### src/rtl/evt_irq_pkg.sv
// evt_irq_pkg: constants and state types shared by both ends of the event interrupt link.
// assumes one 25 MHz clock (aclk) and synchronous active-low reset on both ends.
package evt_irq_pkg;
    localparam int NUM_GROUPS = 3;
    localparam int REG_W      = 16;
    localparam int VEC_W      = 8;
    localparam int ADDR_W     = 4;

    // device register indices on the link bus
    localparam logic [3:0] IDX_FLAG_A = 4'h0;
    localparam logic [3:0] IDX_MASK_A = 4'h3;
    localparam logic [3:0] IDX_VEC_A  = 4'h6;

    // implemented flag bits and vector bases, index 0 = group a
    localparam logic [2:0][15:0] GRP_USED     = {16'h000f, 16'h00ff, 16'h07ff};
    localparam logic [2:0][7:0]  GRP_VEC_BASE = {8'h33, 8'h2b, 8'h20};
    localparam logic [7:0]       VEC_NONE     = 8'h00;

    // core end axi4-lite register offsets
    localparam logic [7:0] OFS_CORE_MASK  = 8'h00;
    localparam logic [7:0] OFS_GLOBAL     = 8'h04;
    localparam logic [7:0] OFS_CORE_FLAG  = 8'h08;
    localparam logic [7:0] OFS_TAKEN      = 8'h0c;
    localparam logic [7:0] OFS_CMD        = 8'h10;
    localparam logic [7:0] OFS_CMD_WDATA  = 8'h14;
    localparam logic [7:0] OFS_DEV_STATUS = 8'h18;
    localparam int         NMI_FLAG_POS   = 8;
    localparam int         CMD_WR_POS     = 8;
    localparam logic [2:0] TAKEN_NONE     = 3'h0;
    localparam logic [2:0] TAKEN_NMI      = 3'h7;

    typedef struct packed {
        logic [2:0][15:0] flag;
        logic [2:0][15:0] mask;
        logic [2:0]       line_n;
        logic             ack;
        logic [15:0]      rdata;
    } dev_state_t;

    localparam dev_state_t DEV_RST = '{flag: '0, mask: '0, line_n: 3'b111,
                                       ack: 1'b0, rdata: '0};

    typedef struct packed {
        logic [5:0]  core_flag;
        logic [5:0]  core_mask;
        logic        global_mask;
        logic        nmi_flag;
        logic [5:0]  lines_prev;
        logic        nmi_prev;
        logic [2:0]  taken_id;
        logic        busy;
        logic        sel;
        logic        wr;
        logic [3:0]  addr;
        logic [15:0] wdata;
        logic [15:0] dev_rdata;
        logic [15:0] cmd_wdata;
        logic        aw_got;
        logic [7:0]  awaddr;
        logic        w_got;
        logic [31:0] axi_wdata;
        logic        bvalid;
        logic        rvalid;
        logic [31:0] rdata;
    } core_state_t;

    localparam core_state_t CORE_RST = '{lines_prev: 6'h3f, nmi_prev: 1'b1,
                                         taken_id: TAKEN_NONE, default: '0};
endpackage

### src/rtl/evt_irq_if.sv
// evt_irq_if: register bus and active-low request lines between the event block and the core.
// assumes both ends share aclk; no clocking block, the bench joins the two modports.
`timescale 1ns/1ps
interface evt_irq_if;
    logic        bus_sel;
    logic        bus_wr;
    logic [3:0]  bus_addr;
    logic [15:0] bus_wdata;
    logic [15:0] bus_rdata;
    logic        bus_ack;
    logic        core_line_two_n;
    logic        core_line_three_n;
    logic        core_line_four_n;

    modport device (
        input  bus_sel, bus_wr, bus_addr, bus_wdata,
        output bus_rdata, bus_ack, core_line_two_n, core_line_three_n, core_line_four_n
    );
    modport core (
        output bus_sel, bus_wr, bus_addr, bus_wdata,
        input  bus_rdata, bus_ack, core_line_two_n, core_line_three_n, core_line_four_n
    );
endinterface

### src/rtl/core_interrupt_end.sv
// core_interrupt_end: the core's interrupt flags, masks and taking logic, plus a link master.
// assumes software on axi4-lite; one write and one read outstanding at most.
`timescale 1ns/1ps
module core_interrupt_end
    import evt_irq_pkg::*;
(
    input  wire logic        aclk,
    input  wire logic        aresetn,
    input  wire logic        nmi_n,
    input  wire logic [2:0]  other_lines_n,
    input  wire logic [7:0]  s_axi_awaddr,
    input  wire logic        s_axi_awvalid,
    output logic             s_axi_awready,
    input  wire logic [31:0] s_axi_wdata,
    input  wire logic [3:0]  s_axi_wstrb,
    input  wire logic        s_axi_wvalid,
    output logic             s_axi_wready,
    output logic [1:0]       s_axi_bresp,
    output logic             s_axi_bvalid,
    input  wire logic        s_axi_bready,
    input  wire logic [7:0]  s_axi_araddr,
    input  wire logic        s_axi_arvalid,
    output logic             s_axi_arready,
    output logic [31:0]      s_axi_rdata,
    output logic [1:0]       s_axi_rresp,
    output logic             s_axi_rvalid,
    input  wire logic        s_axi_rready,
    evt_irq_if.core          link
);

    core_state_t q;
    core_state_t d;
    logic [5:0]  lines_n;
    logic [5:0]  fall;
    logic [5:0]  sw_clr;
    logic [5:0]  take_clr;
    logic [5:0]  eligible;
    logic        do_write;

    // bit 0 = line one (highest maskable priority)
    assign lines_n = {other_lines_n[2], other_lines_n[1], link.core_line_four_n,
                      link.core_line_three_n, link.core_line_two_n, other_lines_n[0]};

    assign s_axi_awready = !q.aw_got && !q.bvalid;
    assign s_axi_wready  = !q.w_got && !q.bvalid;
    assign s_axi_arready = !q.rvalid;

    ////////////////////////////////////////////////////////////////////////////////

    always_comb
    begin
        d        = q;
        d.sel    = 1'b0;
        sw_clr   = '0;
        take_clr = '0;
        fall     = q.lines_prev & ~lines_n;
        d.lines_prev = lines_n;
        d.nmi_prev   = nmi_n;
        if (s_axi_awvalid && s_axi_awready)
        begin
            d.aw_got = 1'b1;
            d.awaddr = s_axi_awaddr;
        end
        if (s_axi_wvalid && s_axi_wready)
        begin
            d.w_got     = 1'b1;
            d.axi_wdata = s_axi_wdata;
        end
        // a write commits once both halves are held; byte strobes are not used
        do_write = q.aw_got && q.w_got;
        if (do_write)
        begin
            d.aw_got = 1'b0;
            d.w_got  = 1'b0;
            d.bvalid = 1'b1;
            case (q.awaddr)
                OFS_CORE_MASK: d.core_mask   = q.axi_wdata[5:0];
                OFS_GLOBAL:    d.global_mask = q.axi_wdata[0];
                OFS_CORE_FLAG: sw_clr        = q.axi_wdata[5:0];
                OFS_CMD_WDATA: d.cmd_wdata   = q.axi_wdata[15:0];
                OFS_CMD:
                begin
                    // a command while busy is dropped
                    if (!q.busy)
                    begin
                        d.busy  = 1'b1;
                        d.sel   = 1'b1;
                        d.wr    = q.axi_wdata[CMD_WR_POS];
                        d.addr  = q.axi_wdata[3:0];
                        d.wdata = q.cmd_wdata;
                    end
                end
                default: ;
            endcase
        end
        if (q.bvalid && s_axi_bready)
        begin
            d.bvalid = 1'b0;
        end
        if (q.busy && link.bus_ack)
        begin
            d.busy      = 1'b0;
            d.dev_rdata = link.bus_rdata;
        end
        // taking: nmi first, then lowest line number
        eligible = q.core_flag & q.core_mask;
        if (q.nmi_flag)
        begin
            d.nmi_flag = 1'b0;
            d.taken_id = TAKEN_NMI;
        end
        else if (!q.global_mask && |eligible)
        begin
            take_clr = eligible & (~eligible + 6'h01);
            d.global_mask = 1'b1;
            for (int i = 5; i >= 0; i--)
            begin
                if (eligible[i])
                begin
                    d.taken_id = 3'(i + 1);
                end
            end
        end
        if (q.nmi_prev && !nmi_n)
        begin
            d.nmi_flag = 1'b1;
        end
        d.core_flag = (q.core_flag & ~sw_clr & ~take_clr) | fall;
        if (s_axi_arvalid && s_axi_arready)
        begin
            d.rvalid = 1'b1;
            case (s_axi_araddr)
                OFS_CORE_MASK:  d.rdata = {26'h0, q.core_mask};
                OFS_GLOBAL:     d.rdata = {31'h0, q.global_mask};
                OFS_CORE_FLAG:  d.rdata = {23'h0, q.nmi_flag, 2'h0, q.core_flag};
                OFS_TAKEN:      d.rdata = {29'h0, q.taken_id};
                OFS_CMD:        d.rdata = {23'h0, q.wr, 4'h0, q.addr};
                OFS_CMD_WDATA:  d.rdata = {16'h0, q.cmd_wdata};
                OFS_DEV_STATUS: d.rdata = {q.dev_rdata, 15'h0, q.busy};
                default:        d.rdata = 32'h0000_0000;
            endcase
        end
        else if (q.rvalid && s_axi_rready)
        begin
            d.rvalid = 1'b0;
        end
    end

    always_ff @(posedge aclk)
    begin
        if (!aresetn)
        begin
            q <= CORE_RST;
        end
        else
        begin
            q <= d;
        end
    end

    ////////////////////////////////////////////////////////////////////////////////

    assign s_axi_bresp    = 2'h0;
    assign s_axi_bvalid   = q.bvalid;
    assign s_axi_rresp    = 2'h0;
    assign s_axi_rvalid   = q.rvalid;
    assign s_axi_rdata    = q.rdata;
    assign link.bus_sel   = q.sel;
    assign link.bus_wr    = q.wr;
    assign link.bus_addr  = q.addr;
    assign link.bus_wdata = q.wdata;

endmodule // core_interrupt_end

### src/flat_wrapper.sv
// flat-port wrapper written by rule: the top's interface ports become plain ports
module core_interrupt_end_flat import evt_irq_pkg::*;
  (aclk, aresetn, nmi_n, other_lines_n, s_axi_awaddr, s_axi_awvalid, s_axi_awready, s_axi_wdata, s_axi_wstrb, s_axi_wvalid, s_axi_wready, s_axi_bresp, s_axi_bvalid, s_axi_bready, s_axi_araddr, s_axi_arvalid, s_axi_arready, s_axi_rdata, s_axi_rresp, s_axi_rvalid, s_axi_rready, link_bus_sel, link_bus_wr, link_bus_addr, link_bus_wdata, link_bus_rdata, link_bus_ack, link_core_line_two_n, link_core_line_three_n, link_core_line_four_n);
  evt_irq_if link_i ();
  input  wire logic aclk;
  input  wire logic aresetn;
  input  wire logic nmi_n;
  input  wire logic [2:0] other_lines_n;
  input  wire logic [7:0] s_axi_awaddr;
  input  wire logic s_axi_awvalid;
  output logic s_axi_awready;
  input  wire logic [31:0] s_axi_wdata;
  input  wire logic [3:0] s_axi_wstrb;
  input  wire logic s_axi_wvalid;
  output logic s_axi_wready;
  output logic [1:0] s_axi_bresp;
  output logic s_axi_bvalid;
  input  wire logic s_axi_bready;
  input  wire logic [7:0] s_axi_araddr;
  input  wire logic s_axi_arvalid;
  output logic s_axi_arready;
  output logic [31:0] s_axi_rdata;
  output logic [1:0] s_axi_rresp;
  output logic s_axi_rvalid;
  input  wire logic s_axi_rready;
  output wire logic [$bits(link_i.bus_sel)-1:0] link_bus_sel;
  output wire logic [$bits(link_i.bus_wr)-1:0] link_bus_wr;
  output wire logic [$bits(link_i.bus_addr)-1:0] link_bus_addr;
  output wire logic [$bits(link_i.bus_wdata)-1:0] link_bus_wdata;
  input wire logic [$bits(link_i.bus_rdata)-1:0] link_bus_rdata;
  input wire logic [$bits(link_i.bus_ack)-1:0] link_bus_ack;
  input wire logic [$bits(link_i.core_line_two_n)-1:0] link_core_line_two_n;
  input wire logic [$bits(link_i.core_line_three_n)-1:0] link_core_line_three_n;
  input wire logic [$bits(link_i.core_line_four_n)-1:0] link_core_line_four_n;
  assign link_bus_sel = link_i.bus_sel;
  assign link_bus_wr = link_i.bus_wr;
  assign link_bus_addr = link_i.bus_addr;
  assign link_bus_wdata = link_i.bus_wdata;
  assign link_i.bus_rdata = link_bus_rdata;
  assign link_i.bus_ack = link_bus_ack;
  assign link_i.core_line_two_n = link_core_line_two_n;
  assign link_i.core_line_three_n = link_core_line_three_n;
  assign link_i.core_line_four_n = link_core_line_four_n;
  core_interrupt_end u_core (.aclk(aclk), .aresetn(aresetn), .nmi_n(nmi_n), .other_lines_n(other_lines_n), .s_axi_awaddr(s_axi_awaddr), .s_axi_awvalid(s_axi_awvalid), .s_axi_awready(s_axi_awready), .s_axi_wdata(s_axi_wdata), .s_axi_wstrb(s_axi_wstrb), .s_axi_wvalid(s_axi_wvalid), .s_axi_wready(s_axi_wready), .s_axi_bresp(s_axi_bresp), .s_axi_bvalid(s_axi_bvalid), .s_axi_bready(s_axi_bready), .s_axi_araddr(s_axi_araddr), .s_axi_arvalid(s_axi_arvalid), .s_axi_arready(s_axi_arready), .s_axi_rdata(s_axi_rdata), .s_axi_rresp(s_axi_rresp), .s_axi_rvalid(s_axi_rvalid), .s_axi_rready(s_axi_rready), .link(link_i));
endmodule
### config.mk
export PLATFORM = sky130hd
export DESIGN_NAME = core_interrupt_end_flat
export DESIGN_NICKNAME = d
export VERILOG_FILES = /design/src/rtl/evt_irq_pkg.sv /design/src/rtl/evt_irq_if.sv /design/src/rtl/core_interrupt_end.sv /design/src/flat_wrapper.sv
export SDC_FILE = /design/constraint.sdc
export NUM_CORES = 1
export LEC_CHECK = 0
export BUFFER_PORTS_ARGS = -buffer_cell sky130_fd_sc_hd__buf_2
export CORE_MARGIN = 1
export CORE_UTILIZATION = 53
export CTS_CLUSTER_DIAMETER = 80
export DETAILED_ROUTE_END_ITERATION = 10
export MAX_ROUTING_LAYER = met4
export PLACE_DENSITY = 0.86
export SLEW_MARGIN = 0
export SYNTH_ARGS = -nofsm -noshare
export SYNTH_HDL_FRONTEND = slang
export SYNTH_SLANG_ARGS = --single-unit
### constraint.sdc
create_clock -name aclk -period 2.7 [get_ports aclk]
set_clock_uncertainty 0.2 [all_clocks]
set_input_delay 0 -clock aclk [delete_from_list [all_inputs] [get_ports aclk]]
set_output_delay 0 -clock aclk [all_outputs]
set_load 0.02 [all_outputs]
==> impl_metrics.json <==
{
  "worst-path-max-fanout": 8,
  "hold_viol_final": 0,
  "seq_area_frac_synth": 0.484,
  "grt_pass1_wl_um": 27800,
  "synth_warnings": 0,
  "timing.critical_path.from_type": "flip-flop",
  "maxSlewViolCount": 0,
  "fp.dieW_um": 106,
  "final_core_utilization": 0.768,
  "routed-via-count": 5658,
  "clock_transition_at_path_regs_ns": 0.07,
  "post_synth.cell_area_avg_sq_um": 8.58,
  "replace_congestion": 0.881,
  "cts_root_buf": "clkbuf_8",
  "grt-ovfl-total": 0,
  "path_cells": "nor2_1 -> and2_2 -> nand2_1 -> dlygate4sd3_1 -> a21oi_1 -> dlygate4sd3_1",
  "die_height_um": 106,
  "vdd.ir_drop.worst_mv": 0.378,
  "worstMarginPinSlew_ns": 0.729,
  "setup.worst_path.end_class": "flip-flop",
  "number_of_flops_mapped_to_enable_cells_by_yosys": 0,
  "clock_tree_from_tritoncts": "built",
  "netlist_instances": 671,
  "cellPowerDensity_mw_per_mm2": 604,
  "grt_start_max_net_pins": 118,
  "finalCritPeriodShare": 0.965,
  "power_leakage_nw": 3.39,
  "route.final.wire_length_um": 17600,
  "postSynthRegisterBits": 139,
  "final.setup.worst_slack_ns": 0.0932,
  "drt.antenna.violating_nets": 0,
  "finalWorstPathRequiredPeriod_ns": 2.61,
  "groute.usage.overall": 0.328,
  "post_route_drc": 0,
  "drt-vias-per-instance": 5.57,
  "final_cell_count_no_fill": 1015,
  "mappedNetlistArea_sq_mm": 0.00575,
  "worst_path_max_delay_cell": "dlygate4sd3_1",
  "worst-setup-path-type": "flip-flop to flip-flop",
  "dp.cells": 844,
  "std_cell_rows": 37,
  "totalPowerFinal_mw": 4.83,
  "postSynth.asyncResetShare": 0,
  "maxClockFrequency_mhz": 384,
  "synth_cell_types": 56,
  "pin_count": 146,
  "detailedPlacementHpwl_um": 9080,
  "die_area_sq_mm": 0.0113,
  "layout-drive-gt1-share": 0.198,
  "max_cap_violations": 0,
  "cts.sinks": 139,
  "grt_antenna_before_repair": 1,
  "setup-tns-final_ns": 0,
  "run_status": "completed",
  "start_util": 0.552,
  "critPathRequiredTime_ns": 2.95,
  "quantity_of_i_o_buffers_inserted_on_ports": 121,
  "postSynth.topFlopCell": "dfxtp_1",
  "cts_buffers": 17,
  "routed_wirelength_normalized_by_instance_count_um": 17.3,
  "coreArea_sq_mm": 0.0104,
  "slew_headroom": 0.513,
  "crit_top_cell": "dlygate4sd3_1",
  "drt_first_iter_violations": 409,
  "clk_latency_ns": 0.52,
  "dr_pass1_iterations": 5,
  "flow.area_growth_from_synthesis_pct": 38.9,
  "htree_num_levels": 4,
  "max-clock-path-buffers": 2,
  "cpPeakStageDelay_ns": 0.61,
  "pre_cts_slack_ns": 0.605,
  "timing.final.setup_violations": 0,
  "final_net_count": 948,
  "first_global_vias": 5772,
  "rsz_0062_raised_after_global_routing": "no",
  "worst_ep_arrival_time_ns": 2.86,
  "hold_path_class": "primary input to flip-flop"
}
==> cell families after synthesis <==
kind of cell           count (synthesis)  synth area share
multiplexers                          30            0.0548
AO/OA/AOI/OAI                        139             0.150
other                                  1          0.000652
AND/OR/NAND/NOR                      256             0.202
flip-flops                           139             0.484
buffers and inverters                106             0.109
==> per-layer routing <==
metal | share of wire | vias up | wire [um] | global-route usage
met5 | 0 | - | 0 | -
met4 | 0.055 | 0 | 968 | 0.222
met3 | 0.070 | 96 | 1240 | 0.0681
met1 | 0.38 | 2639 | 6650 | 0.353
met2 | 0.50 | 320 | 8740 | 0.545
li1 | - | 2603 | - | -
==> final timing paths <==
kind	startpoint	endpoint	slack (ns)	cells past startpoint
min reg2reg	u_core.q[134]	u_core.q[141]	0.24	2
max reg2reg	u_core.s_axi_bvalid	u_core.q[73]	0.09	6
max	u_core.s_axi_bvalid	u_core.q[73]	0.09	6
min	s_axi_araddr[7]	u_core.s_axi_rdata[16]	0.09	6
==> power breakdown <==
part | internal [mW] | leakage, nW | switching, mW | total [mW]
Sequential | 2.10 | 1.13 | 0.0526 | 2.15
Combinational | 0.208 | 1.98 | 0.205 | 0.413
Clock | 1.29 | 0.284 | 0.976 | 2.26
Total | 3.59 | 3.39 | 1.23 | 4.83
==> per-stage QoR <==
| stage | instance area, sq um | hold WS, ns |
|---|---|---|
| after global placement | 6030 | 0.00757 |
| after detailed placement | 6030 | 0.00861 |
| after CTS | 7990 | 0.0432 |
| after global routing | 8000 | 0.104 |
| final | 8000 | 0.0870 |
| after floorplan | 5770 | -0.111 |
==> synth_stat cells (3+ instances only) <==
master,instances,share of area
nand2_1,144,0.094
dfxtp_1,139,0.48
a21oi_1,70,0.061
nor2_1,57,0.037
buf_4,56,0.073
a22oi_1,29,0.038
clkbuf_1,29,0.019
mux2i_1,27,0.047
o21ai_0,14,0.012
nand2b_1,12,0.013
inv_1,11,0.0072
nand3_1,8,0.0070
and2_1,5,0.0054
buf_2,4,0.0035
a221o_1,3,0.0052
a22o_1,3,0.0046
buf_1,3,0.0020
nand3b_1,3,0.0039
nand4_1,3,0.0033
==> cell usage in the layout (no fill, tap or decap), types with 2 or more instances in the layout <==
master         count
a211oi_1           2
a21oi_1           70
a221o_1            3
a22o_1             3
a22oi_1           29
a31oi_1            2
a41o_1             2
and2_1             3
and2_2             2
buf_2            121
buf_4              6
clkbuf_16         16
clkbuf_8           2
clkinv_4           3
conb_1             4
dfxtp_1          139
dlygate4sd3_1    138
inv_1             11
inv_6              6
inv_8              3
mux2_2             2
mux2i_1           27
nand2_1          144
nand2b_1          12
nand3_1            8
nand3b_1           3
nand4_1            3
nor2_1            57
nor2b_1            2
nor3_1             2
nor3b_1            2
o21ai_0           14
o2bb2ai_1          2
o311a_1            2
or2_2              2
or3_1              2
or4_1              2
==> final cells by class <==
cell class              count  area [sq um]
repair buffers            266          2050
well taps                 136           170
inverters                  12          46.3
clock buffers              18           428
multi-input cells         429          2360
flip-flops and latches    139          2780
clock inverters            14           150
fillers                   678          2420
diodes                      1          2.50
==> what timing repair did <==
item / 4_1_cts / 5_1_grt
setup buffers: 0 / 0
hold buffers: 138 / 0
gates resized for setup: 0 / 2
hold endpoints to repair: 76 / 0
endpoints found under the setup margin: 0 / 18
==> worst max-delay path, delay by kind of cell, from the launching register on <==
| kind | cells | cell delay (ns) |
|---|---|---|
| buffers and inverters | 2 | 1.19 |
| AND/OR/NAND/NOR | 3 | 0.63 |
| AO/OA/AOI/OAI | 1 | 0.17 |
| flip-flops | 1 | 0.36 |
==> state kept, by name, indices dropped and copies added (netlist names) <==
register / count
u_core.link.bus_wr: 1
u_core.link.bus_addr: 4
u_core.s_axi_bvalid: 1
u_core.link.bus_sel: 1
u_core.q: 83
u_core.link.bus_wdata: 16
u_core.s_axi_rdata: 32
u_core.s_axi_rvalid: 1
(Power assumes the default switching activity.)
